===== src/pwg_pkg.sv =====
/*
 * Package of the three-phase PWM generator: register offsets, field
 * positions, reset values and the packed carriers shared by the design.
 * Assumes a 32-bit classic Wishbone bus with byte addresses.
 */
package pwg_pkg;

   // Register byte offsets on the bus
   localparam logic [7:0] PWG_OFS_CTRL = 8'h00;
   localparam logic [7:0] PWG_OFS_STAT = 8'h04;
   localparam logic [7:0] PWG_OFS_PER = 8'h08;
   localparam logic [7:0] PWG_OFS_DEAD = 8'h0C;
   localparam logic [7:0] PWG_OFS_SWID = 8'h10;
   localparam logic [7:0] PWG_OFS_DUTY0 = 8'h14;
   localparam logic [7:0] PWG_OFS_DUTY1 = 8'h18;
   localparam logic [7:0] PWG_OFS_DUTY2 = 8'h1C;
   localparam logic [7:0] PWG_OFS_OCTL = 8'h20;
   localparam logic [7:0] PWG_OFS_CHOP = 8'h24;

   // Status register field positions
   localparam int PWG_STA_PHASE = 0;
   localparam int PWG_STA_TRIP = 3;
   localparam int PWG_STA_TRIPF = 8;
   localparam int PWG_STA_SYNCF = 9;

   // Output control field positions
   localparam int PWG_OC_XOVER_TOP = 8;
   localparam int PWG_OC_DIS_W = 6;

   // Reset values
   localparam logic [15:0] PWG_RST_16 = 16'h0000;
   localparam logic [8:0] PWG_RST_OCTL = 9'h000;
   localparam logic [9:0] PWG_RST_CHOP = 10'h000;
   localparam logic [4:0] PWG_RST_CTRL = 5'h00;
   localparam logic [3:0] PWG_REARM_ALL = 4'hF;

   // Main control fields, bit 4 down to bit 0
   typedef struct packed {
      logic sync_ext;    // Bit 4: take sync from the pin
      logic ext_is_sync; // Bit 3: pin sync already on our clock
      logic dbl;         // Bit 2: double update mode
      logic sync_en;     // Bit 1: drive the sync pulse out
      logic enable;      // Bit 0: generator enable
   } pwg_ctrl_t;

   // Gate-chop configuration, bit 9 down to bit 0
   typedef struct packed {
      logic lo_en;      // Bit 9: chop low-side outputs
      logic hi_en;      // Bit 8: chop high-side outputs
      logic [7:0] div;  // Bits 7..0: carrier divider
   } pwg_chop_t;

   // One phase pair of drive levels
   typedef struct packed {
      logic hi;
      logic lo;
   } pwg_pair_t;

endpackage


===== src/pwg_top.sv =====
/*
 * Three-phase centre-based PWM generator with dead time, single or double
 * update, internal or external sync, gate chopping, output crossover and
 * per-output disables, reached over a classic Wishbone slave.
 * Assumes one 200 MHz clock, a synchronous active-high reset, and a trip
 * pin that is active low and may change at any time.
 */
`timescale 1ns/1ps
`default_nettype none

// Function
// Outputs active high; high means switch on
// Six outputs, three high/low phase pairs
// Period, dead time, three duty registers
// Crossover swaps high and low of pair
// 8-bit chop divider, separate high/low enables
// Single update loads duties once per period
// Double update also reloads at midpoint
// One control bit selects single/double update
// Internal sync at start, midpoint if double
// Sync pulse driven out, width from register
// Control bit selects external sync pin
// Asynchronous external sync goes through synchroniser
// External sync pulse exceeds two clock periods
// Trip low forces outputs off, unclocked
// Status shows trip level and half flag
// 9-bit output control; bits 8..6 crossover
// Reset clears all crossover bits
// Bits 0..5 disable one output each
// Disables act after the crossover swap
// Reset clears all disable bits
// Duties and output control load at sync
// Chop enables bits 8/9, divider 7..0
// Chop carrier period is 4*(div+1) cycles
// Trip flags, stops timing, clears enable
// Rearm needs period and three duty writes
// Dead time separates high and low edges
// Up/down counter centred on period midpoint
module pwg_top
(
   input wire logic clk_i,              // 200 MHz core clock
   input wire logic rst_i,              // Synchronous reset, active high
   input wire logic wb_cyc_i,           // Wishbone cycle
   input wire logic wb_stb_i,           // Wishbone strobe
   input wire logic wb_we_i,            // Wishbone write enable
   input wire logic [7:0] wb_adr_i,     // Wishbone byte address
   input wire logic [3:0] wb_sel_i,     // Wishbone byte enables
   input wire logic [31:0] wb_dat_i,    // Wishbone write data
   output logic [31:0] wb_dat_o,        // Wishbone read data
   output logic wb_ack_o,               // Wishbone acknowledge
   input wire logic fault_shutdown_input_n_i, // Trip pin, low = fault
   input wire logic period_sync_pulse_i,  // Sync pin input level
   output logic period_sync_pulse_o,      // Sync pin output level
   output logic period_sync_pulse_oe_o,   // Sync pin output enable
   output logic phase0_high_out_o,      // Phase 0 high-side drive
   output logic phase0_low_out_o,       // Phase 0 low-side drive
   output logic phase1_high_out_o,      // Phase 1 high-side drive
   output logic phase1_low_out_o,       // Phase 1 low-side drive
   output logic phase2_high_out_o,      // Phase 2 high-side drive
   output logic phase2_low_out_o        // Phase 2 low-side drive
);
   import pwg_pkg::*;

   // Merge a 16-bit register with the two low write lanes
   function automatic logic [15:0] wr16(input logic [15:0] old,
                                        input logic [31:0] dat,
                                        input logic [3:0] sel);
      logic [15:0] res;
      res = old;
      if (sel[0])
      begin
         res[7:0] = dat[7:0];
      end
      if (sel[1])
      begin
         res[15:8] = dat[15:8];
      end
      return res;
   endfunction

   // Dead-time spaced compare of one phase against the counter
   function automatic pwg_pair_t edge_cmp(input logic [15:0] cnt,
                                          input logic [15:0] duty,
                                          input logic [15:0] dt);
      pwg_pair_t res;
      logic [16:0] lead;
      logic [16:0] lag;
      lead = {1'b0, cnt} + {1'b0, dt};
      lag = {1'b0, duty} + {1'b0, dt};
      res.hi = lead < {1'b0, duty};
      res.lo = {1'b0, cnt} >= lag;
      return res;
   endfunction

   // Software registers
   pwg_ctrl_t ctrl_ff;                  // Main control
   logic [15:0] period_reg_ff;          // Half-period count
   logic [15:0] deadtime_reg_ff;        // Dead time in cycles
   logic [15:0] sync_width_reg_ff;      // Sync pulse width in cycles
   logic [15:0] duty_reg_ff [3];        // Duty per phase
   logic [8:0] octl_ff;                 // Crossover and disables
   pwg_chop_t chop_ff;                  // Gate-chop configuration
   logic trip_flag_ff;                  // Sticky trip event
   logic sync_flag_ff;                  // Sticky sync event
   logic [3:0] rearm_ff;                // Writes seen since last trip

   // Shadow copies used by the timing unit
   logic [15:0] duty_sh_ff [3];         // Latched duties
   logic [8:0] octl_sh_ff;              // Latched output control

   // Timing unit
   logic [15:0] cnt_ff;                 // Up/down counter
   logic down_ff;                       // High in first (down) half
   logic run_ff;                        // Timing ran last cycle
   logic [15:0] swid_cnt_ff;            // Remaining sync pulse cycles
   logic [9:0] chop_cnt_ff;             // Chop half-period counter
   logic chop_car_ff;                   // Chop carrier level
   logic [5:0] drv_ff;                  // Registered drive levels

   // Synchronisers
   logic trip_s1_ff;                    // Trip first stage
   logic trip_s2_ff;                    // Trip second stage
   logic trip_s3_ff;                    // Trip previous level
   logic sync_s1_ff;                    // Sync pin first stage
   logic sync_s2_ff;                    // Sync pin second stage
   logic sync_s3_ff;                    // Extra stage, async mode
   logic sync_prev_ff;                  // Last selected sync level

   // Bus strobes, timing events and combinational helpers
   logic bus_req;
   logic bus_wr;
   logic trip_evt;
   logic run;
   logic per_start;
   logic mid_pt;
   logic int_evt;
   logic ext_lvl;
   logic ext_edge;
   logic load_evt;
   logic [5:0] phys;
   logic [9:0] chop_half;

   assign bus_req = wb_cyc_i & wb_stb_i & ~wb_ack_o;
   assign bus_wr = bus_req & wb_we_i;

   // Trip falling edge seen on the synchronised level
   assign trip_evt = trip_s3_ff & ~trip_s2_ff;

   // Timing runs only when enabled, rearmed and trip released
   assign run = ctrl_ff.enable & (rearm_ff == PWG_REARM_ALL) &
                trip_s2_ff;

   // Period start: first run cycle or the top of the up half
   assign per_start = run & (~run_ff |
                      (~down_ff & (cnt_ff >= period_reg_ff)));
   assign mid_pt = run & down_ff & (cnt_ff == PWG_RST_16);
   assign int_evt = per_start | (ctrl_ff.dbl & mid_pt);

   // Async sync takes one more stage; adds a cycle of latency and jitter
   assign ext_lvl = ctrl_ff.ext_is_sync ? sync_s2_ff : sync_s3_ff;
   assign ext_edge = run & ext_lvl & ~sync_prev_ff;

   // Rising edge of the selected sync loads the shadows
   assign load_evt = ctrl_ff.sync_ext ?
                     (ext_edge | (ctrl_ff.dbl & mid_pt)) :
                     int_evt;

   // Trip pin synchroniser and previous level for edge detection
   always_ff @(posedge clk_i)
   begin
      if (rst_i)
      begin
         trip_s1_ff <= 1'b1;
         trip_s2_ff <= 1'b1;
         trip_s3_ff <= 1'b1;
      end
      else
      begin
         trip_s1_ff <= fault_shutdown_input_n_i;
         trip_s2_ff <= trip_s1_ff;
         trip_s3_ff <= trip_s2_ff;
      end
   end

   // Sync pin synchroniser; pulses must outlast two clocks
   always_ff @(posedge clk_i)
   begin
      if (rst_i)
      begin
         sync_s1_ff <= 1'b0;
         sync_s2_ff <= 1'b0;
         sync_s3_ff <= 1'b0;
         sync_prev_ff <= 1'b0;
      end
      else
      begin
         sync_s1_ff <= period_sync_pulse_i;
         sync_s2_ff <= sync_s1_ff;
         sync_s3_ff <= sync_s2_ff;
         sync_prev_ff <= ext_lvl;
      end
   end

   // Main control; trip clears the enable, and trip wins over a write
   always_ff @(posedge clk_i)
   begin
      if (rst_i)
      begin
         ctrl_ff <= pwg_ctrl_t'(PWG_RST_CTRL);
      end
      else
      begin
         if (bus_wr && wb_adr_i == PWG_OFS_CTRL && wb_sel_i[0])
         begin
            ctrl_ff <= pwg_ctrl_t'(wb_dat_i[4:0]);
         end
         if (trip_evt)
         begin
            ctrl_ff.enable <= 1'b0;
         end
      end
   end

   // Timing and dead-time registers
   always_ff @(posedge clk_i)
   begin
      if (rst_i)
      begin
         period_reg_ff <= PWG_RST_16;
         deadtime_reg_ff <= PWG_RST_16;
         sync_width_reg_ff <= PWG_RST_16;
      end
      else if (bus_wr)
      begin
         case (wb_adr_i)
            PWG_OFS_PER:
            begin
               period_reg_ff <= wr16(period_reg_ff, wb_dat_i,
                                     wb_sel_i);
            end
            PWG_OFS_DEAD:
            begin
               deadtime_reg_ff <= wr16(deadtime_reg_ff, wb_dat_i,
                                       wb_sel_i);
            end
            PWG_OFS_SWID:
            begin
               sync_width_reg_ff <= wr16(sync_width_reg_ff, wb_dat_i,
                                         wb_sel_i);
            end
            default:
            begin
               // Other addresses belong to other processes
            end
         endcase
      end
   end

   // Duty registers, one per phase pair
   always_ff @(posedge clk_i)
   begin
      if (rst_i)
      begin
         for (int i = 0; i < 3; i++)
         begin
            duty_reg_ff[i] <= PWG_RST_16;
         end
      end
      else if (bus_wr)
      begin
         for (int i = 0; i < 3; i++)
         begin
            if (wb_adr_i == PWG_OFS_DUTY0 + 8'(4 * i))
            begin
               duty_reg_ff[i] <= wr16(duty_reg_ff[i], wb_dat_i,
                                      wb_sel_i);
            end
         end
      end
   end

   // Output control and chop configuration; both clear on reset
   always_ff @(posedge clk_i)
   begin
      if (rst_i)
      begin
         octl_ff <= PWG_RST_OCTL;
         chop_ff <= pwg_chop_t'(PWG_RST_CHOP);
      end
      else if (bus_wr)
      begin
         if (wb_adr_i == PWG_OFS_OCTL)
         begin
            octl_ff <= 9'(wr16({7'h00, octl_ff}, wb_dat_i,
                               wb_sel_i));
         end
         if (wb_adr_i == PWG_OFS_CHOP)
         begin
            chop_ff <= pwg_chop_t'(10'(wr16({6'h00, chop_ff}, wb_dat_i,
                                            wb_sel_i)));
         end
      end
   end

   // Rearm mask: a trip clears it, writes to period and duties refill it
   always_ff @(posedge clk_i)
   begin
      if (rst_i)
      begin
         rearm_ff <= PWG_REARM_ALL;
      end
      else if (trip_evt)
      begin
         rearm_ff <= 4'h0;
      end
      else if (bus_wr)
      begin
         if (wb_adr_i == PWG_OFS_PER)
         begin
            rearm_ff[0] <= 1'b1;
         end
         for (int i = 0; i < 3; i++)
         begin
            if (wb_adr_i == PWG_OFS_DUTY0 + 8'(4 * i))
            begin
               rearm_ff[i + 1] <= 1'b1;
            end
         end
      end
   end

   // Sticky status flags; a new event wins over a write-one clear
   always_ff @(posedge clk_i)
   begin
      if (rst_i)
      begin
         trip_flag_ff <= 1'b0;
         sync_flag_ff <= 1'b0;
      end
      else
      begin
         if (trip_evt)
         begin
            trip_flag_ff <= 1'b1;
         end
         else if (bus_wr && wb_adr_i == PWG_OFS_STAT && wb_sel_i[1] &&
                  wb_dat_i[PWG_STA_TRIPF])
         begin
            trip_flag_ff <= 1'b0;
         end
         if (load_evt)
         begin
            sync_flag_ff <= 1'b1;
         end
         else if (bus_wr && wb_adr_i == PWG_OFS_STAT && wb_sel_i[1] &&
                  wb_dat_i[PWG_STA_SYNCF])
         begin
            sync_flag_ff <= 1'b0;
         end
      end
   end

   // Shadow load only at sync so a period never sees a half-written value
   always_ff @(posedge clk_i)
   begin
      if (rst_i)
      begin
         octl_sh_ff <= PWG_RST_OCTL;
         for (int i = 0; i < 3; i++)
         begin
            duty_sh_ff[i] <= PWG_RST_16;
         end
      end
      else if (load_evt)
      begin
         octl_sh_ff <= octl_ff;
         for (int i = 0; i < 3; i++)
         begin
            duty_sh_ff[i] <= duty_reg_ff[i];
         end
      end
   end

   // Up/down counter: down from the period to zero, then back up
   always_ff @(posedge clk_i)
   begin
      if (rst_i)
      begin
         cnt_ff <= PWG_RST_16;
         down_ff <= 1'b1;
         run_ff <= 1'b0;
      end
      else
      begin
         run_ff <= run;
         if (!run)
         begin
            cnt_ff <= period_reg_ff;
            down_ff <= 1'b1;
         end
         else if (per_start || (ctrl_ff.sync_ext && ext_edge))
         begin
            cnt_ff <= period_reg_ff;
            down_ff <= 1'b1;
         end
         else if (down_ff)
         begin
            if (cnt_ff == PWG_RST_16)
            begin
               down_ff <= 1'b0;
               cnt_ff <= cnt_ff + 16'h0001;
            end
            else
            begin
               cnt_ff <= cnt_ff - 16'h0001;
            end
         end
         else
         begin
            cnt_ff <= cnt_ff + 16'h0001;
         end
      end
   end

   // Sync pin pulse width counter, restarted by each internal sync
   always_ff @(posedge clk_i)
   begin
      if (rst_i)
      begin
         swid_cnt_ff <= PWG_RST_16;
      end
      else if (int_evt)
      begin
         swid_cnt_ff <= sync_width_reg_ff;
      end
      else if (swid_cnt_ff != PWG_RST_16)
      begin
         swid_cnt_ff <= swid_cnt_ff - 16'h0001;
      end
   end

   // Chop carrier toggles every 2*(div+1) cycles, a full period 4*(div+1)
   assign chop_half = {1'b0, chop_ff.div, 1'b1};
   always_ff @(posedge clk_i)
   begin
      if (rst_i)
      begin
         chop_cnt_ff <= PWG_RST_CHOP;
         chop_car_ff <= 1'b0;
      end
      else if (chop_cnt_ff >= chop_half)
      begin
         chop_cnt_ff <= PWG_RST_CHOP;
         chop_car_ff <= ~chop_car_ff;
      end
      else
      begin
         chop_cnt_ff <= chop_cnt_ff + 10'h001;
      end
   end

   // Compare, crossover, disable and chop per physical pin
   // Index 5 is phase 0 high down to index 0 is phase 2 low
   always_comb
   begin
      pwg_pair_t tu;
      tu = '0;
      phys = 6'h00;
      for (int p = 0; p < 3; p++)
      begin
         tu = edge_cmp(cnt_ff, duty_sh_ff[p], deadtime_reg_ff);
         if (octl_sh_ff[PWG_OC_XOVER_TOP - p])
         begin
            phys[5 - 2 * p] = tu.lo;
            phys[4 - 2 * p] = tu.hi;
         end
         else
         begin
            phys[5 - 2 * p] = tu.hi;
            phys[4 - 2 * p] = tu.lo;
         end
         if (chop_ff.hi_en)
         begin
            phys[5 - 2 * p] = phys[5 - 2 * p] & chop_car_ff;
         end
         if (chop_ff.lo_en)
         begin
            phys[4 - 2 * p] = phys[4 - 2 * p] & chop_car_ff;
         end
      end
      phys = phys & ~octl_sh_ff[PWG_OC_DIS_W - 1:0];
   end

   // Drive levels come from flops; idle timing leaves every switch off
   always_ff @(posedge clk_i)
   begin
      if (rst_i)
      begin
         drv_ff <= 6'h00;
      end
      else
      begin
         drv_ff <= run_ff ? phys : 6'h00;
      end
   end

   // Trip gates the pins with no flop in the path, so it works clockless
   assign phase0_high_out_o = drv_ff[5] & fault_shutdown_input_n_i;
   assign phase0_low_out_o = drv_ff[4] & fault_shutdown_input_n_i;
   assign phase1_high_out_o = drv_ff[3] & fault_shutdown_input_n_i;
   assign phase1_low_out_o = drv_ff[2] & fault_shutdown_input_n_i;
   assign phase2_high_out_o = drv_ff[1] & fault_shutdown_input_n_i;
   assign phase2_low_out_o = drv_ff[0] & fault_shutdown_input_n_i;

   // Sync pin drives only for internal sync with output enabled
   assign period_sync_pulse_oe_o = ~ctrl_ff.sync_ext & ctrl_ff.sync_en;
   assign period_sync_pulse_o = (swid_cnt_ff != PWG_RST_16) &
                                fault_shutdown_input_n_i;

   // Bus answer: one-cycle ack, read data registered with it
   always_ff @(posedge clk_i)
   begin
      if (rst_i)
      begin
         wb_ack_o <= 1'b0;
         wb_dat_o <= 32'h0000_0000;
      end
      else
      begin
         wb_ack_o <= bus_req;
         wb_dat_o <= 32'h0000_0000;
         if (bus_req && !wb_we_i)
         begin
            case (wb_adr_i)
               PWG_OFS_CTRL: wb_dat_o <= {27'h0, ctrl_ff};
               PWG_OFS_STAT:
               begin
                  wb_dat_o[PWG_STA_PHASE] <= down_ff;
                  wb_dat_o[PWG_STA_TRIP] <= trip_s2_ff;
                  wb_dat_o[PWG_STA_TRIPF] <= trip_flag_ff;
                  wb_dat_o[PWG_STA_SYNCF] <= sync_flag_ff;
               end
               PWG_OFS_PER: wb_dat_o <= {16'h0, period_reg_ff};
               PWG_OFS_DEAD: wb_dat_o <= {16'h0, deadtime_reg_ff};
               PWG_OFS_SWID: wb_dat_o <= {16'h0, sync_width_reg_ff};
               PWG_OFS_DUTY0: wb_dat_o <= {16'h0, duty_reg_ff[0]};
               PWG_OFS_DUTY1: wb_dat_o <= {16'h0, duty_reg_ff[1]};
               PWG_OFS_DUTY2: wb_dat_o <= {16'h0, duty_reg_ff[2]};
               PWG_OFS_OCTL: wb_dat_o <= {23'h0, octl_ff};
               PWG_OFS_CHOP: wb_dat_o <= {22'h0, chop_ff};
               default: wb_dat_o <= 32'h0000_0000;
            endcase
         end
      end
   end

endmodule
`default_nettype wire


===== config.mk =====
export PLATFORM = sky130hd
export DESIGN_NAME = pwg_top
export DESIGN_NICKNAME = d
export VERILOG_FILES = /design/src/pwg_pkg.sv /design/src/pwg_top.sv
export SDC_FILE = /design/constraint.sdc
export NUM_CORES = 1
export LEC_CHECK = 0
export CORE_ASPECT_RATIO = 0.6
export CORE_MARGIN = 8
export CORE_UTILIZATION = 48
export DETAILED_ROUTE_END_ITERATION = 10
export DONT_BUFFER_PORTS = 1
export GPL_TIMING_DRIVEN = 0
export PLACE_DENSITY = 0.66
export SETUP_SLACK_MARGIN = 0.4
export SYNTH_ARGS = -nofsm -noshare
export SYNTH_HDL_FRONTEND = slang
export SYNTH_SLANG_ARGS = --single-unit

===== constraint.sdc =====
create_clock -name clk_i -period 5.2 [get_ports clk_i]
set_input_delay 0.78 -clock clk_i [delete_from_list [all_inputs] [get_ports clk_i]]
set_output_delay 0.78 -clock clk_i [all_outputs]
set_load 0.1 [all_outputs]

==> After elaboration in Yosys (flattened, before gate mapping) <==
Memory sizes are Yosys's and may differ from the RTL's.
Index checks and enable logic that the tools add are counted.
{ "op_classes": {"n_addsub": 8, "reduce_logical": 40, "order_cmp": 8, "n_eq_ne": 10, "bitwise": 47, "n_mux": 82} }
{ "op_table": {"columns": ["op", "count"], "rows": [
  ["16-bit 2-to-1 mux", 12],
  ["8-bit 2-to-1 mux", 24],
  ["16-bit by 16-bit adder with 17-bit output", 4],
  ["16-bit by 17-bit >= comparator with 1-bit output", 3],
  ["17-bit by 16-bit < comparator with 1-bit output", 3],
  ["2-bit one-hot mux with 9 select lines", 2],
  ["4-bit one-hot mux with 9 select lines", 1],
  ["6-bit one-hot mux with 6 select lines", 1],
  ["1-bit 2-to-1 mux", 35],
  ["8-bit by 5-bit == test with 1-bit output, second input constant", 4],
  ["16-bit by 1-bit subtractor with 16-bit output, second input constant", 2],
  ["3-bit AND reduction", 10],
  ["1-bit AND", 27],
  ["1-bit one-hot mux with 10 select lines", 2],
  ["16-bit by 1-bit adder with 16-bit output, second input constant", 1],
  ["8-bit by 4-bit == test with 1-bit output, second input constant", 2],
  ["8-bit by 6-bit == test with 1-bit output, second input constant", 2],
  ["16-bit >= comparator", 1],
  ["16-bit logical NOT", 1],
  ["16-bit nonzero test", 1],
  ["2-bit nonzero test", 8],
  ["10-bit by 1-bit adder with 10-bit output, second input constant", 1],
  ["10-bit by 9-bit >= comparator with 1-bit output", 1],
  ["1-bit NOT", 9],
  ["14 further kinds", 38]
]} }
{ "totals": {"reg_bits": 178, "elab_cells": 236, "input_bits": 51, "output_inout_bits": 41, "mem_bits_rw": 96, "memories": 2} }
{ "memory_table": {"columns": ["memory", "words", "width", "rd", "rd_clocked_by_memory_dff", "wr", "line", "text"], "rows": [
  ["duty_reg_ff", 3, 16, 3, 0, 3, "pwg_top.sv:100", "logic [15:0] duty_reg_ff [3];"],
  ["duty_sh_ff", 3, 16, 3, 0, 3, "pwg_top.sv:108", "logic [15:0] duty_sh_ff [3];"]
]} }

==> Logic depth before layout (Yosys ltp) <==
Gate-level depths: netlist (run 1).
{ "logic_depth": {"depth_word": 12, "ltp_mapped": 20, "depth_no_buf": 20} }

==> Worst setup path before layout (run 1) <==
Ideal clock, no wire load.
{ "synth_timing": {"kind": "flip-flop to flip-flop", "start": "register deadtime_reg_ff[1]", "end": "register drv_ff[2]", "required_ns": 5.114, "setup_ns": 0.086, "path_stages_with_launch": 19, "path_slack_ns": 1.318, "arrival_time_ns": 3.797, "period_less_slack_ns": 3.882, "n_path_buf": 0, "path_cell_list": "dfxtp_1 inv_1 fa_1 nor2b_1 o31a_1 o21ai_1 o21ai_0 o221ai_1 nand2b_1 a21oi_1 xnor2_1 ha_1 a21o_1 a21oi_1 o21ai_0 a21oi_1 nand3_1 or3b_2 a211oi_1"} }
{ "synth_between": {"elab_chain_len": 6, "elab_cells_between_ends": 8, "cone_classes": "2 x add/sub; 2 x order compare; 2 x mux; 2 x bitwise"} }
{ "synth_lines": {"columns": ["item", "line", "text"], "rows": [
  ["start, declared", "pwg_top.sv:98", "logic [15:0] deadtime_reg_ff;"],
  ["start signal, assigned", "pwg_top.sv:243", "deadtime_reg_ff <= wr16(deadtime_reg_ff, wb_dat_i,"],
  ["16-bit by 16-bit adder with 17-bit output, on equally long branches", "pwg_top.sv:89, pwg_top.sv:88", null],
  ["16-bit by 17-bit >= comparator with 1-bit output or 17-bit by 16-bit < comparator with 1-bit output (tied branches)", "pwg_top.sv:91, pwg_top.sv:90", null],
  ["2-bit 2-to-1 mux *", "pwg_top.sv:472", "if (octl_sh_ff[PWG_OC_XOVER_TOP - p])"],
  ["1-bit AND", "pwg_top.sv:488", "phys[4 - 2 * p] = phys[4 - 2 * p] & chop_car_ff;"],
  ["1-bit 2-to-1 mux *", "pwg_top.sv:486", "if (chop_ff.lo_en)"],
  ["6-bit AND *", "pwg_top.sv:491", "phys = phys & ~octl_sh_ff[PWG_OC_DIS_W - 1:0];"],
  ["end signal, assigned", "pwg_top.sv:503", "drv_ff <= run_ff ? phys : 6'h00;"],
  ["end, declared", "pwg_top.sv:118", "logic [5:0] drv_ff;"]
]} }
Mark *: on every way between the ends. The rest lies on a longest branch, timed or not.
A chain may end at the register's enable or synchronous reset.

==> Worst setup path in the final report (run 1) <==
{ "layout_timing": {"start": "register cnt_ff[1]", "end": "register drv_ff[2]"} }
{ "layout_between": {"elab_chain_len": 6, "elab_cells_between_ends": 7, "cone_classes": "1 x add/sub; 2 x order compare; 2 x mux; 2 x bitwise"} }
{ "layout_lines": {"columns": ["item", "line", "text"], "rows": [
  ["start, declared", "pwg_top.sv:112", "logic [15:0] cnt_ff;"],
  ["start signal, assigned", "pwg_top.sv:398", "cnt_ff <= period_reg_ff;"],
  ["start signal, assigned", "pwg_top.sv:403", "cnt_ff <= period_reg_ff;"],
  ["start signal, assigned", "pwg_top.sv:411", "cnt_ff <= cnt_ff + 16'h0001;"],
  ["16-bit by 16-bit adder with 17-bit output", "pwg_top.sv:88", "lead = {1'b0, cnt} + {1'b0, dt};"],
  ["17-bit by 16-bit < comparator with 1-bit output", "pwg_top.sv:90", "res.hi = lead < {1'b0, duty};"],
  ["2-bit 2-to-1 mux *", "pwg_top.sv:472", null],
  ["1-bit AND", "pwg_top.sv:488", null],
  ["1-bit 2-to-1 mux *", "pwg_top.sv:486", null],
  ["6-bit AND *", "pwg_top.sv:491", null]
]} }
Marks and branches as above.

==> results of run 1 <==
==> metal layers <==
layer  wire length (um)  track usage, %
met1              24900            39.3
met4               1150            5.08
met5                 46           0.907
met2              19900            34.3
met3               7230            9.41
==> sequential cells by signal (all words and copies together) (netlist names), 4 cells and up <==
signal             cells
swid_cnt_ff           16
wb_dat_o              16
duty_sh_ff            48
duty_reg_ff           48
sync_width_reg_ff     16
cnt_ff                16
chop_cnt_ff           10
ctrl_ff                5
deadtime_reg_ff       16
chop_ff               10
octl_sh_ff             9
rearm_ff               4
drv_ff                 6
period_reg_ff         16
octl_ff                9
==> power by group through the flow <==
stage / sequential [mW] / combinational [mW] / clock, mW
floorplan: 2.26 / 0.467 / 0
global placement: 2.29 / 0.561 / 0
detailed placement: 2.29 / 0.576 / 0
CTS: 2.24 / 0.580 / 1.82
global route: 2.25 / 0.650 / 1.91
finish: 2.24 / 0.591 / 1.81
==> worst reg2reg max path, stage by stage (launching register included) <==
cell                       delay (ns)
sky130_fd_sc_hd__dfxtp_2         0.46
sky130_fd_sc_hd__inv_1           0.18
sky130_fd_sc_hd__fa_1            0.46
sky130_fd_sc_hd__nor2b_1         0.17
sky130_fd_sc_hd__o31a_1          0.27
sky130_fd_sc_hd__o21ai_2         0.14
sky130_fd_sc_hd__o21ai_2         0.27
sky130_fd_sc_hd__o221ai_1        0.22
sky130_fd_sc_hd__nand2b_1        0.11
sky130_fd_sc_hd__a21oi_1         0.10
sky130_fd_sc_hd__xnor2_2         0.22
sky130_fd_sc_hd__ha_1            0.29
sky130_fd_sc_hd__a21o_1          0.16
sky130_fd_sc_hd__a21oi_1         0.22
sky130_fd_sc_hd__o21ai_0         0.22
sky130_fd_sc_hd__a21oi_1         0.17
sky130_fd_sc_hd__nand3_1         0.20
sky130_fd_sc_hd__or3b_2          0.54
sky130_fd_sc_hd__a211oi_1        0.19
==> cells by family (layout without fill, tap and decap cells) <==
group,after synthesis,count (layout),synth area share [%]
mux,34,34,2.18
xor+xnor,86,86,4.66
other cells,1,16,0.0232
compound gates,439,439,17.4
simple gates,602,602,18.3
flops,258,258,37.9
buf+inv,176,224,4.56
fa+ha+maj,190,190,14.9
==> how the worst min path moves through the flow <==
stage	slack, ns	depth (start not counted)	start	endpoint
3_3_place_gp	0.39	1	trip_s1_ff$_SDFF_PP1_	trip_s2_ff$_SDFF_PP1_
3_5_place_dp	0.41	1	trip_s1_ff$_SDFF_PP1_	trip_s2_ff$_SDFF_PP1_
5_1_grt	0.34	1	fault_shutdown_input_n_i	trip_s1_ff$_SDFF_PP1_
6_report	0.34	1	fault_shutdown_input_n_i	trip_s1_ff$_SDFF_PP1_
2_1_floorplan	0.39	1	trip_s1_ff$_SDFF_PP1_	trip_s2_ff$_SDFF_PP1_
4_1_cts	0.33	1	fault_shutdown_input_n_i	trip_s1_ff$_SDFF_PP1_
==> cells in the final DEF (no fill, tap or decap), drive strengths merged, types with 9 or more instances in the layout <==
| cell | netlist | final |
|---|---|---|
| clkbuf | 48 | 79 |
| inv | 100 | 102 |
| edfxtp | 96 | 96 |
| conb | 1 | 16 |
| a22o | 21 | 21 |
| o21ai | 71 | 71 |
| a21o | 32 | 32 |
| a31oi | 25 | 25 |
| or3 | 9 | 9 |
| ha | 186 | 186 |
| nor3 | 31 | 31 |
| a22oi | 32 | 32 |
| and2 | 77 | 77 |
| a21oi | 152 | 152 |
| nand2 | 199 | 199 |
| nand2b | 21 | 21 |
| nand4 | 15 | 15 |
| and3 | 13 | 13 |
| dfxtp | 162 | 162 |
| a211oi | 19 | 19 |
| nor2 | 105 | 105 |
| buf | 28 | 31 |
| mux2 | 10 | 10 |
| xnor2 | 45 | 45 |
| a221oi | 15 | 15 |
| nand3 | 64 | 64 |
| xor2 | 41 | 41 |
| clkinv | 0 | 9 |
| o21a | 13 | 13 |
| nor2b | 30 | 30 |
| mux2i | 24 | 24 |
==> through the flow <==
| step | instances | power [mW] | setup TNS, ns | hold slack, ns | area (um2) |
|---|---|---|---|---|---|
| final | 2308 | 4.64 | 0 | 0.340 | 17700 |
| after global routing | 2308 | 4.81 | 0 | 0.341 | 17700 |
| after CTS | 2306 | 4.65 | 0 | 0.328 | 17600 |
| after detailed placement | 2261 | 2.86 | 0 | 0.405 | 16800 |
| after global placement | 2260 | 2.85 | -0.00968 | 0.392 | 16800 |
| after floorplan | 1801 | 2.73 | 0 | 0.389 | 16200 |
==> repair_timing <==
item / CTS / global route
buffers inserted: 0 / 2
resized for setup: 6 / 8
setup endpoints to repair: 6 / 4
pin swaps: 0 / 2
hold endpoints to repair: 0 / 0
==> layout make-up <==
class	count	area [um2]	share of cell area, %
clock inverters	14	101	0.574
plain buffers	76	362	2.05
clock buffers	31	689	3.91
inverters	100	375	2.13
multi-input cells	1367	9380	53.1
flip-flops and latches	258	6130	34.7
repair buffers	3	35.0	0.198
well taps	459	574	3.25
==> results.txt, run 1 <==
----------------------------------------------------
[Run status]
  Status ... completed

[Logic synthesis]
  Fraction of post-synthesis cell area in the top cell type by area ... 20.1%
  Post-synth design cell area ... 16,200 um2
  Leading register cell type out of synthesis ... sky130_fd_sc_hd__dfxtp_1
  Cell type contributing the most total cell area after synthesis ... sky130_fd_sc_hd__dfxtp_1
  Count of unique library cells instantiated by Yosys ... 74
  Most instantiated library cell after synthesis ... sky130_fd_sc_hd__nand2_1
  Instance count of the mapped netlist ... 1,786
  Post-synthesis area per instance ... 9.05 um2
  Synth warnings ... 0
  FF+latch count, synth ... 258
  Number of synthesized flops with an enable pin ... 96
  Synth cell count leaders ... 199 x sky130_fd_sc_hd__nand2_1, 186 x sky130_fd_sc_hd__ha_1, 162 x sky130_fd_sc_hd__dfxtp_1
  Share of synthesized area occupied by flip-flops and latches ... 37.9%
  Post-synthesis async set-or-reset flop share ... 0%
  Leading post-synthesis cells by cell area ... sky130_fd_sc_hd__dfxtp_1 20%, sky130_fd_sc_hd__edfxtp_1 18%, sky130_fd_sc_hd__ha_1 14%

[Detailed routing]
  Final wirelength ... 53.2 mm
  Count of nets left with antenna violations after detail routing ... 0
  Number of DRC violations after detailed-routing iteration 0 ... 1,722
  Routed via count ... 13,900
  Via/cell ratio ... 6.02
  Routed wirelength normalized by instance count ... 23.1 um
  Post-route DRC violation count ... 0
  Detailed-router iteration count before antenna repair ... 6

[Clock network]
  Clock latency on the worst-skew pair ... 0.55 ns
  Clock sink count ... 258
  Number of buffers added to fix hold violations after cts ... 0
  Maximum root-to-sink buffer count ... 3
  CTS Buf Count ... 25
  Clock root cell ... sky130_fd_sc_hd__clkbuf_16
  Clock input transition at the sequential cells of the worst setup and hold paths ... 0.07 ns
  TritonCTS clock tree ... yes
  # H-tree levels ... 1

[Critical path]
  Max stage delay cell, worst path ... sky130_fd_sc_hd__or3b_2
  Maximum single-stage delay on the critical path ... 0.54 ns
  Largest fanout of any net on the critical path ... 9
  Most repeated library cell on the critical path ... sky130_fd_sc_hd__a21oi_1
  List of cells traversed by the critical path ... inv_1 -> fa_1 -> nor2b_1 -> o31a_1 -> o21ai_2 -> o21ai_2 -> o221ai_1 -> nand2b_1 -> a21oi_1 -> xnor2_2 -> ha_1 -> a21o_1 -> a21oi_1 -> o21ai_0 -> a21oi_1 -> nand3_1 -> or3b_2 -> a211oi_1
  Launching element of the worst setup path ... cnt_ff[1]$_SDFF_PP0_
  Critical path endpoint category ... register
  End point of the critical path ... drv_ff[2]$_SDFF_PP0_
  Classification of the worst setup path ... reg2reg
  Worst EP arrival ... 5.09 ns
  RR Endpoint ... drv_ff[2]$_SDFF_PP0_
  Data required time at the worst endpoint ... 5.66 ns
  Sort of element at the start of the critical path ... register
  Category of cells accounting for the largest share of critical-path delay ... compound AO/OA/AOI/OAI gates
  R2r startpoint ... cnt_ff[1]$_SDFF_PP0_
  Worst Reg-to-Reg Cells ... 18
  FF-to-FF setup slack ... 0.57 ns
  Sum of buffers and inverters on the critical path ... 1
  Number of cells on the critical path ... 18

[Global routing]
  Vias in the first global route ... 12,900
  GRT overflow ... 0
  Total routing resource utilization after global routing ... 26.0%
  Pin count of the biggest net entering global routing ... 33
  Antenna violations before repair ... 0
  Global-route wire length before repair ... 79.3 mm

[Power and ir drop]
  Sequential share of power ... 48.3%
  Power density relative to cell area ... 263 nW/um2
  Net switching power figure ... 1.25 mW
  Leakage ... 7.20 nW
  Logic pwr share ... 12.7%
  Peak supply drop ... 0.294 mV
  Sw Share ... 26.9%
  Clock Power Share ... 39.0%
  Cell-internal power ... 3.39 mW

[STA]
  Final Hold Fails ... 0
  Clock period minus final worst setup slack ... 4.63 ns
  Number of max-slew violations in the final report ... 0
  Clock skew after layout ... 0.00915 ns
  Headroom to the max-slew limit ... 14.8%
  Highest clock rate ... 216 MHz
  Setup-violating endpoint count in the final report ... 0
  Unrepaired setup endpoints after global routing ... no
  Share of the clock period used by the worst path ... 89.0%
  Measured slew at the worst slew-check pin ... 1.26 ns
  Setup slack after layout ... 0.571 ns

[Floorplanning]
  Y dimension of the die ... 158 um
  Initial Utilization ... 48.3%
  Boundary Pins ... 92
  Area of the placeable core ... 33,400 um2
  FP Rows ... 52
  Die X ... 253 um
  Total die area ... 40,000 um2

[Cells and area]
  ANT cells ... 0
  Fill cell count ... 3,137
  Area delta synth->final ... 9.26%
  Total Nets Final ... 2,072
  Share of final-layout standard cells stronger than drive strength 1 ... 5.73%
  Final cell utilization of the core ... 52.8%

[Job]
  Max cap viols ... 0

[Worst hold path]
  Class of the most critical hold timing path ... in2reg

[Place]
  Dpl hpwl ... 42.3 mm
  Port Buffers ... 0
  Worst-case setup slack after placement ... 0.00660 ns
  Last weighted congestion value of the routability-driven placer ... 0.958

----------------------------------------------------
(Power assumes the default switching activity.)
==> run 2, diff against run 1 <==
--- a/config.mk
+++ b/config.mk
@@ -7,11 +7,11 @@
 export LEC_CHECK = 0
 export CORE_ASPECT_RATIO = 0.6
 export CORE_MARGIN = 8
-export CORE_UTILIZATION = 48
+export CORE_UTILIZATION = 45
 export DETAILED_ROUTE_END_ITERATION = 10
 export DONT_BUFFER_PORTS = 1
 export GPL_TIMING_DRIVEN = 0
-export PLACE_DENSITY = 0.66
+export HOLD_SLACK_MARGIN = 0.1
 export SETUP_SLACK_MARGIN = 0.4
 export SYNTH_ARGS = -nofsm -noshare
 export SYNTH_HDL_FRONTEND = slang
==> run 2 against run 1 <==
Maximum frequency rose by 0.74%. Global-route usage down 1.0 points. Count of clock-buffer cells in the layout rose by 2. Cell count grew 0.35%. Register-to-register slack improved by 0.03 ns. Sequential share of layout area down 0.12 points. Highest routed layer is now met4.
==> results.txt, run 2 (synthesized netlist as in run 1, its figures left out) <==
----------------------------------------------------
[Run status]
  Status ... completed (unchanged)

[Clock network]
  CTS Buf Count ... 24 (was 25)
  TritonCTS clock tree ... yes (unchanged)
  Maximum root-to-sink buffer count ... 3 (unchanged)
  Clock sink count ... 258 (unchanged)
  Clock latency on the worst-skew pair ... 0.55 ns (about the same)
  Clock root cell ... sky130_fd_sc_hd__clkbuf_16 (unchanged)
  Number of buffers added to fix hold violations after cts ... 0 (unchanged)
  # H-tree levels ... 1 (unchanged)
  Clock input transition at the sequential cells of the worst setup and hold paths ... 0.07 ns (about the same)

[Detailed routing]
  Detailed-router iteration count before antenna repair ... 5 (was 6)
  Count of nets left with antenna violations after detail routing ... 0 (unchanged)
  Via/cell ratio ... 5.98 (was 6.02)
  Post-route DRC violation count ... 0 (unchanged)
  Routed wirelength normalized by instance count ... 23.4 um (was 23.1 um)
  Routed via count ... 13,900 (about the same)
  Final wirelength ... 54.3 mm (was 53.2 mm)
  Number of DRC violations after detailed-routing iteration 0 ... 1,740 (was 1,722)

[Power and ir drop]
  Net switching power figure ... 1.28 mW (was 1.25 mW)
  Cell-internal power ... 3.44 mW (was 3.39 mW)
  Total power of the final layout ... 4.72 mW (was 4.64 mW)
  Sw Share ... 27.1% (was 26.9%)
  Sequential share of power ... 47.6% (was 48.3%)
  Peak supply drop ... 0.226 mV (was 0.294 mV)
  Leakage ... 7.23 nW (was 7.20 nW)
  Power density relative to cell area ... 266 nW/um2 (was 263 nW/um2)
  Logic pwr share ... 12.4% (was 12.7%)
  Clock Power Share ... 40.0% (was 39.0%)

[Global routing]
  Total routing resource utilization after global routing ... 25.0% (was 26.0%)
  Pin count of the biggest net entering global routing ... 28 (was 33)
  Antenna violations before repair ... 2 (was 0)
  Vias in the first global route ... 12,500 (was 12,900)
  Global-route wire length before repair ... 80.3 mm (was 79.3 mm)
  GRT overflow ... 0 (unchanged)

[Critical path]
  Sum of buffers and inverters on the critical path ... 0 (was 1)
  Sort of element at the start of the critical path ... register (unchanged)
  Critical path endpoint category ... register (unchanged)
  R2r startpoint ... duty_sh_ff[0][0]$_SDFFCE_PN0P_ (was cnt_ff[1]$_SDFF_PP0_)
  Max stage delay cell, worst path ... sky130_fd_sc_hd__o31ai_1 (was sky130_fd_sc_hd__or3b_2)
  Data required time at the worst endpoint ... 5.65 ns (was 5.66 ns)
  Largest fanout of any net on the critical path ... 3 (was 9)
  Worst EP arrival ... 5.05 ns (was 5.09 ns)
  FF-to-FF setup slack ... 0.61 ns (was 0.57 ns)
  Maximum single-stage delay on the critical path ... 0.47 ns (was 0.54 ns)
  Category of cells accounting for the largest share of critical-path delay ... compound AO/OA/AOI/OAI gates (unchanged)
  List of cells traversed by the critical path ... ha_1 -> fa_1 -> a211oi_1 -> o21ai_0 -> a31oi_1 -> a21oi_1 -> xnor2_1 -> ha_1 -> and4_1 -> nand3_1 -> o31ai_1 -> a21oi_1 -> nor3_2 -> nand2b_1 -> a211oi_1 (was inv_1 -> fa_1 -> nor2b_1 -> o31a_1 -> o21ai_2 -> o21ai_2 -> o221ai_1 -> nand2b_1 -> a21oi_1 -> xnor2_2 -> ha_1 -> a21o_1 -> a21oi_1 -> o21ai_0 -> a21oi_1 -> nand3_1 -> or3b_2 -> a211oi_1)
  Launching element of the worst setup path ... duty_sh_ff[0][0]$_SDFFCE_PN0P_ (was cnt_ff[1]$_SDFF_PP0_)
  Classification of the worst setup path ... reg2reg (unchanged)

[Floorplanning]
  FP Rows ... 53 (was 52)
  Die X ... 261 um (was 253 um)
  Boundary Pins ... 92 (unchanged)
  Y dimension of the die ... 163 um (was 158 um)
  Initial Utilization ... 45.9% (was 48.3%)
  Total die area ... 42,400 um2 (was 40,000 um2)
  Area of the placeable core ... 35,200 um2 (was 33,400 um2)

[STA]
  Share of the clock period used by the worst path ... 88.4% (was 89.0%)
  Final Hold Fails ... 0 (unchanged)
  Unrepaired setup endpoints after global routing ... yes (was no)
  Clock period minus final worst setup slack ... 4.59 ns (was 4.63 ns)
  Clock skew after layout ... 0.0176 ns (was 0.00915 ns)
  Post-Route Hold Slack ... 0.336 ns (was 0.340 ns)
  Measured slew at the worst slew-check pin ... 1.11 ns (was 1.26 ns)
  Number of max-slew violations in the final report ... 0 (unchanged)
  Total negative slack for setup checks ... 0 ns (unchanged)
  Setup-violating endpoint count in the final report ... 0 (unchanged)
  Highest clock rate ... 218 MHz (was 216 MHz)
  Headroom to the max-slew limit ... 24.9% (was 14.8%)

[Cells and area]
  Most used cells in the layout excluding fill and tap cells ... 199 x sky130_fd_sc_hd__nand2_1, 186 x sky130_fd_sc_hd__ha_1, 157 x sky130_fd_sc_hd__dfxtp_1 (unchanged)
  Final non-filler cell total ... 2,316 (was 2,308)
  Largest registers ... duty_reg_ff (48), duty_sh_ff (48) (unchanged)
  Total Nets Final ... 2,071 (was 2,072)
  Area of all placed cells without fillers ... 17,700 um2 (about the same)
  Fill cell count ... 3,347 (was 3,137)
  Share of final-layout standard cells stronger than drive strength 1 ... 6.11% (was 5.73%)
  Most frequent standard cell in the layout excluding fill and tap cells ... sky130_fd_sc_hd__nand2_1 (unchanged)
  Area delta synth->final ... 9.60% (was 9.26%)

[Job]
  Max cap viols ... 0 (unchanged)

[Place]
  Area of placed instances ... 16,800 um2 (about the same)
  Dpl hpwl ... 43.4 mm (was 42.3 mm)
  Last weighted congestion value of the routability-driven placer ... 0.969 (was 0.958)
  Cell count after placement ... 2,269 (was 2,261)
  Port Buffers ... 0 (unchanged)

[Worst hold path]
  Class of the most critical hold timing path ... in2reg (unchanged)
  Startpoint of the tightest hold check path ... fault_shutdown_input_n_i (unchanged)

----------------------------------------------------
[run 2: changes by cell type in the layout (fill, tap and decap cells not counted), moves of 2 or more]
cell                       change
sky130_fd_sc_hd__clkbuf_8      +3
sky130_fd_sc_hd__o21ai_0       -2
sky130_fd_sc_hd__o21ai_1       +3
sky130_fd_sc_hd__clkinv_1      -5
sky130_fd_sc_hd__inv_6         +3
[run 2: path summary, 6_finish.rpt]
| check | cells past startpoint | end |
|---|---|---|
| worst max-delay path | 15 | drv_ff[4]$_SDFF_PP0_ |
| worst min-delay path | 1 | trip_s1_ff$_SDFF_PP1_ |
| worst min register to register | 1 | trip_s2_ff$_SDFF_PP1_ |
| worst max register to register | 15 | drv_ff[4]$_SDFF_PP0_ |
[run 2: area by class of cell]
class / count / area (um2) / area share [%]
timing repair buffer: 3 / 35.0 / 0.198
sequential: 258 / 6130 / 34.6
inverter: 100 / 375 / 2.12
clock inverter: 11 / 95.1 / 0.537
antenna: 1 / 2.50 / 0.0141
buffer: 76 / 362 / 2.04
clock buffer: 33 / 727 / 4.10
tap: 467 / 584 / 3.30
multi-input combinational: 1367 / 9400 / 53.1
[run 2: power groups by stage]
stage / combinational [mW] / clock, mW / sequential [mW]
after global routing: 0.647 / 1.98 / 2.25
after floorplan: 0.467 / 0 / 2.26
after global placement: 0.565 / 0 / 2.29
after CTS: 0.583 / 1.90 / 2.24
after detailed placement: 0.576 / 0 / 2.29
final: 0.585 / 1.89 / 2.24
[run 2: repair_timing]
| action | CTS | global route |
|---|---|---|
| gates resized for setup | 7 | 12 |
| pin swaps | 0 | 1 |
| setup buffers | 0 | 2 |
| hold endpoints to repair | 0 | 0 |
| endpoints found under the setup margin | 4 | 6 |
[run 2: per-stage QoR]
step / utilization [%] / setup slack (ns)
6_report: 50.3 / 0.605
5_1_grt: 50.3 / 0.358
3_5_place_dp: 47.8 / 0.0192
4_1_cts: 50.1 / 0.404
2_1_floorplan: - / 1.32
3_3_place_gp: 47.7 / 0.204
[run 2: worst reg2reg max path: stages (launching register included)]
cell                       delay [ns]
sky130_fd_sc_hd__edfxtp_1        0.45
sky130_fd_sc_hd__ha_1            0.26
sky130_fd_sc_hd__fa_1            0.44
sky130_fd_sc_hd__a211oi_1        0.36
sky130_fd_sc_hd__o21ai_0         0.27
sky130_fd_sc_hd__a31oi_1         0.38
sky130_fd_sc_hd__a21oi_1         0.14
sky130_fd_sc_hd__xnor2_1         0.18
sky130_fd_sc_hd__ha_1            0.30
sky130_fd_sc_hd__and4_1          0.26
sky130_fd_sc_hd__nand3_1         0.10
sky130_fd_sc_hd__o31ai_1         0.47
sky130_fd_sc_hd__a21oi_1         0.16
sky130_fd_sc_hd__nor3_2          0.37
sky130_fd_sc_hd__nand2b_1        0.13
sky130_fd_sc_hd__a211oi_1        0.23
[run 2: per-layer routing]
metal	up-vias	wire length [um]	GRT usage, %	share of wire, %
met1	6678	27000	39.8	50
met5	-	0	0	0
met4	0	863	3.92	1.6
met2	632	20100	32.2	37
met3	55	6420	7.52	12
li1	6493	-	-	-
==> run 3, diff against run 2 <==
--- a/config.mk
+++ b/config.mk
@@ -5,13 +5,16 @@
 export SDC_FILE = /design/constraint.sdc
 export NUM_CORES = 1
 export LEC_CHECK = 0
+export CELL_PAD_IN_SITES_DETAIL_PLACEMENT = 1
+export CELL_PAD_IN_SITES_GLOBAL_PLACEMENT = 2
 export CORE_ASPECT_RATIO = 0.6
 export CORE_MARGIN = 8
-export CORE_UTILIZATION = 45
+export CORE_UTILIZATION = 41
 export DETAILED_ROUTE_END_ITERATION = 10
 export DONT_BUFFER_PORTS = 1
 export GPL_TIMING_DRIVEN = 0
 export HOLD_SLACK_MARGIN = 0.1
+export PLACE_DENSITY_LB_ADDON = 0.1
 export SETUP_SLACK_MARGIN = 0.4
 export SYNTH_ARGS = -nofsm -noshare
 export SYNTH_HDL_FRONTEND = slang
==> run 3 against run 2 <==
Via count rose by 0.79%. Cell area rose by 0.80%. Total power rose by 1.2%. Global-route usage rose by 0.62 points. Sequential power barely moved. Largest cell class unchanged. Highest routed layer unchanged.
==> results.txt, run 3 (synthesized netlist as in run 1, its figures left out) <==
----------------------------------------------------
[Run status]
  Status ... completed (unchanged)

[Cells and area]
  Area occupied by multi-input gates ... 9440 um2 (was 9400 um2)
  Fill cell count ... 4,570 (was 3,347)
  Most used cells in the layout excluding fill and tap cells ... 199 x sky130_fd_sc_hd__nand2_1, 186 x sky130_fd_sc_hd__ha_1, 153 x sky130_fd_sc_hd__dfxtp_1 (was 199 x sky130_fd_sc_hd__nand2_1, 186 x sky130_fd_sc_hd__ha_1, 157 x sky130_fd_sc_hd__dfxtp_1)
  Share of final-layout standard cells stronger than drive strength 1 ... 6.59% (was 6.11%)
  Final non-filler cell total ... 2,374 (was 2,316)
  Area delta synth->final ... 10.5% (was 9.60%)
  Seq. cell area ... 6140 um2 (was 6130 um2)
  Final cell utilization of the core ... 45.8% (was 50.3%)
  Most frequent standard cell in the layout excluding fill and tap cells ... sky130_fd_sc_hd__nand2_1 (unchanged)
  Largest registers ... duty_reg_ff (48), duty_sh_ff (48) (unchanged)
  Total Nets Final ... 2,073 (was 2,071)
  Area of all placed cells without fillers ... 17,900 um2 (was 17,700 um2)

[STA]
  Post-Route Hold Slack ... 0.354 ns (was 0.336 ns)
  Measured slew at the worst slew-check pin ... 1.22 ns (was 1.11 ns)
  Setup slack after layout ... 0.477 ns (was 0.605 ns)
  Share of the clock period used by the worst path ... 90.8% (was 88.4%)
  Headroom to the max-slew limit ... 18.1% (was 24.9%)
  Total negative slack for setup checks ... 0 ns (unchanged)
  Highest clock rate ... 212 MHz (was 218 MHz)
  Setup-violating endpoint count in the final report ... 0 (unchanged)
  Final Hold Fails ... 0 (unchanged)
  Clock skew after layout ... 0.0181 ns (was 0.0176 ns)
  Clock period minus final worst setup slack ... 4.72 ns (was 4.59 ns)
  Unrepaired setup endpoints after global routing ... yes (unchanged)
  Number of max-slew violations in the final report ... 0 (unchanged)

[Critical path]
  Largest fanout of any net on the critical path ... 3 (unchanged)
  RR Endpoint ... drv_ff[5]$_SDFF_PP0_ (was drv_ff[4]$_SDFF_PP0_)
  FF-to-FF setup slack ... 0.48 ns (was 0.61 ns)
  Sort of element at the start of the critical path ... register (unchanged)
  Launching element of the worst setup path ... duty_sh_ff[0][0]$_SDFFCE_PN0P_ (unchanged)
  Classification of the worst setup path ... reg2reg (unchanged)
  List of cells traversed by the critical path ... ha_1 -> fa_1 -> a211oi_1 -> o21ai_0 -> a31oi_1 -> a21oi_1 -> xnor2_1 -> ha_1 -> and4_1 -> nand3_1 -> o31ai_2 -> a21oi_1 -> nor3_4 -> nand2_1 -> a211oi_1 (was ha_1 -> fa_1 -> a211oi_1 -> o21ai_0 -> a31oi_1 -> a21oi_1 -> xnor2_1 -> ha_1 -> and4_1 -> nand3_1 -> o31ai_1 -> a21oi_1 -> nor3_2 -> nand2b_1 -> a211oi_1)
  Sum of buffers and inverters on the critical path ... 0 (unchanged)
  Critical path endpoint category ... register (unchanged)
  Max stage delay cell, worst path ... sky130_fd_sc_hd__edfxtp_1 (was sky130_fd_sc_hd__o31ai_1)
  Data required time at the worst endpoint ... 5.61 ns (was 5.65 ns)
  Category of cells accounting for the largest share of critical-path delay ... compound AO/OA/AOI/OAI gates (unchanged)
  Maximum single-stage delay on the critical path ... 0.44 ns (was 0.47 ns)
  Worst EP arrival ... 5.13 ns (was 5.05 ns)
  Worst Reg-to-Reg Cells ... 15 (unchanged)
  R2r startpoint ... duty_sh_ff[0][0]$_SDFFCE_PN0P_ (unchanged)

[Clock network]
  # H-tree levels ... 1 (unchanged)
  Clock input transition at the sequential cells of the worst setup and hold paths ... 0.07 ns (about the same)
  TritonCTS clock tree ... yes (unchanged)
  Clock root cell ... sky130_fd_sc_hd__clkbuf_16 (unchanged)
  Clock latency on the worst-skew pair ... 0.55 ns (about the same)
  Clock sink count ... 258 (unchanged)
  CTS Buf Count ... 25 (was 24)
  Number of buffers added to fix hold violations after cts ... 0 (unchanged)
  Maximum root-to-sink buffer count ... 3 (unchanged)

[Global routing]
  GRT overflow ... 0 (unchanged)
  Global-route wire length before repair ... 90.0 mm (was 80.3 mm)
  Total routing resource utilization after global routing ... 25.6% (was 25.0%)
  Antenna violations before repair ... 1 (was 2)
  Global Route met2 Usage ... 35.5% (was 32.2%)
  Layer carrying the most global-route usage ... met1 (unchanged)
  Global Route met3 Usage ... 5.64% (was 7.52%)
  GR met1 Demand/Resource ... 40.2% (was 39.8%)
  Pin count of the biggest net entering global routing ... 26 (was 28)
  Vias in the first global route ... 13,700 (was 12,500)

[Floorplanning]
  Initial Utilization ... 41.5% (was 45.9%)
  Area of the placeable core ... 39,000 um2 (was 35,200 um2)
  Total die area ... 46,200 um2 (was 42,400 um2)
  Y dimension of the die ... 170 um (was 163 um)
  Die X ... 272 um (was 261 um)
  FP Rows ... 56 (was 53)
  Boundary Pins ... 92 (unchanged)

[Worst hold path]
  Worst hold path cell count ... 1 (unchanged)
  Min-Delay Endpoint ... trip_s1_ff$_SDFF_PP1_ (unchanged)
  Startpoint of the tightest hold check path ... fault_shutdown_input_n_i (unchanged)
  Class of the most critical hold timing path ... in2reg (unchanged)

[Place]
  Area of placed instances ... 16,900 um2 (was 16,800 um2)
  Port Buffers ... 0 (unchanged)
  Dpl hpwl ... 49.2 mm (was 43.4 mm)
  Worst-case setup slack after placement ... -0.254 ns (was 0.0192 ns)
  Last weighted congestion value of the routability-driven placer ... 0.863 (was 0.969)
  Cell count after placement ... 2,324 (was 2,269)

[Power and ir drop]
  Peak supply drop ... 0.229 mV (was 0.226 mV)
  Leakage ... 7.22 nW (was 7.23 nW)
  Power density relative to cell area ... 267 nW/um2 (was 266 nW/um2)
  Total power of the final layout ... 4.77 mW (was 4.72 mW)

[Detailed routing]
  Count of nets left with antenna violations after detail routing ... 0 (unchanged)
  Routed via count ... 14,000 (was 13,900)
  Detailed-router iteration count before antenna repair ... 5 (unchanged)
  Post-route DRC violation count ... 0 (unchanged)
  Final wirelength ... 60.9 mm (was 54.3 mm)
  Number of DRC violations after detailed-routing iteration 0 ... 1,307 (was 1,740)
  Via/cell ratio ... 5.88 (was 5.98)
  Routed wirelength normalized by instance count ... 25.6 um (was 23.4 um)

[Job]
  Max cap viols ... 0 (unchanged)

----------------------------------------------------
-- run 3: final cells by class --
class	instances	share of cell area, %
antenna	2	0.0280
clock buffer	30	3.61
sequential	258	34.4
timing repair buffer	4	0.238
multi-input combinational	1367	52.9
tap	522	3.66
clock inverter	15	1.02
inverter	100	2.12
buffer	76	2.03
-- run 3: per-layer routing --
metal  vias to the layer above  part of all wire, %
met5                         -                    0
met4                         0                  1.5
met3                        63                  7.8
met2                       433                   39
met1                      6962                   52
li1                       6509                    -
-- run 3: how the worst max path moves through the flow --
stage,end,cells after the start,slack (ns)
floorplan,drv_ff[2]$_SDFF_PP0_,18,1.32
global placement,drv_ff[2]$_SDFF_PP0_,18,-0.19
detailed placement,drv_ff[2]$_SDFF_PP0_,18,-0.25
CTS,drv_ff[2]$_SDFF_PP0_,19,0.37
global route,drv_ff[2]$_SDFF_PP0_,19,0.36
finish,drv_ff[5]$_SDFF_PP0_,15,0.48
-- run 3: what timing repair did --
| item | CTS | global route |
|---|---|---|
| setup endpoints to repair | 6 | 6 |
| setup buffers | 0 | 3 |
| pin swaps | 0 | 5 |
| gates resized for setup | 15 | 22 |
-- run 3: where the power goes --
group,internal [mW],total (mW),leakage [nW],switching (mW)
Clock,1.08,1.92,0.388,0.839
Combinational,0.234,0.602,4.53,0.368
Sequential,2.17,2.24,2.30,0.0795
Total,3.48,4.77,7.22,1.29
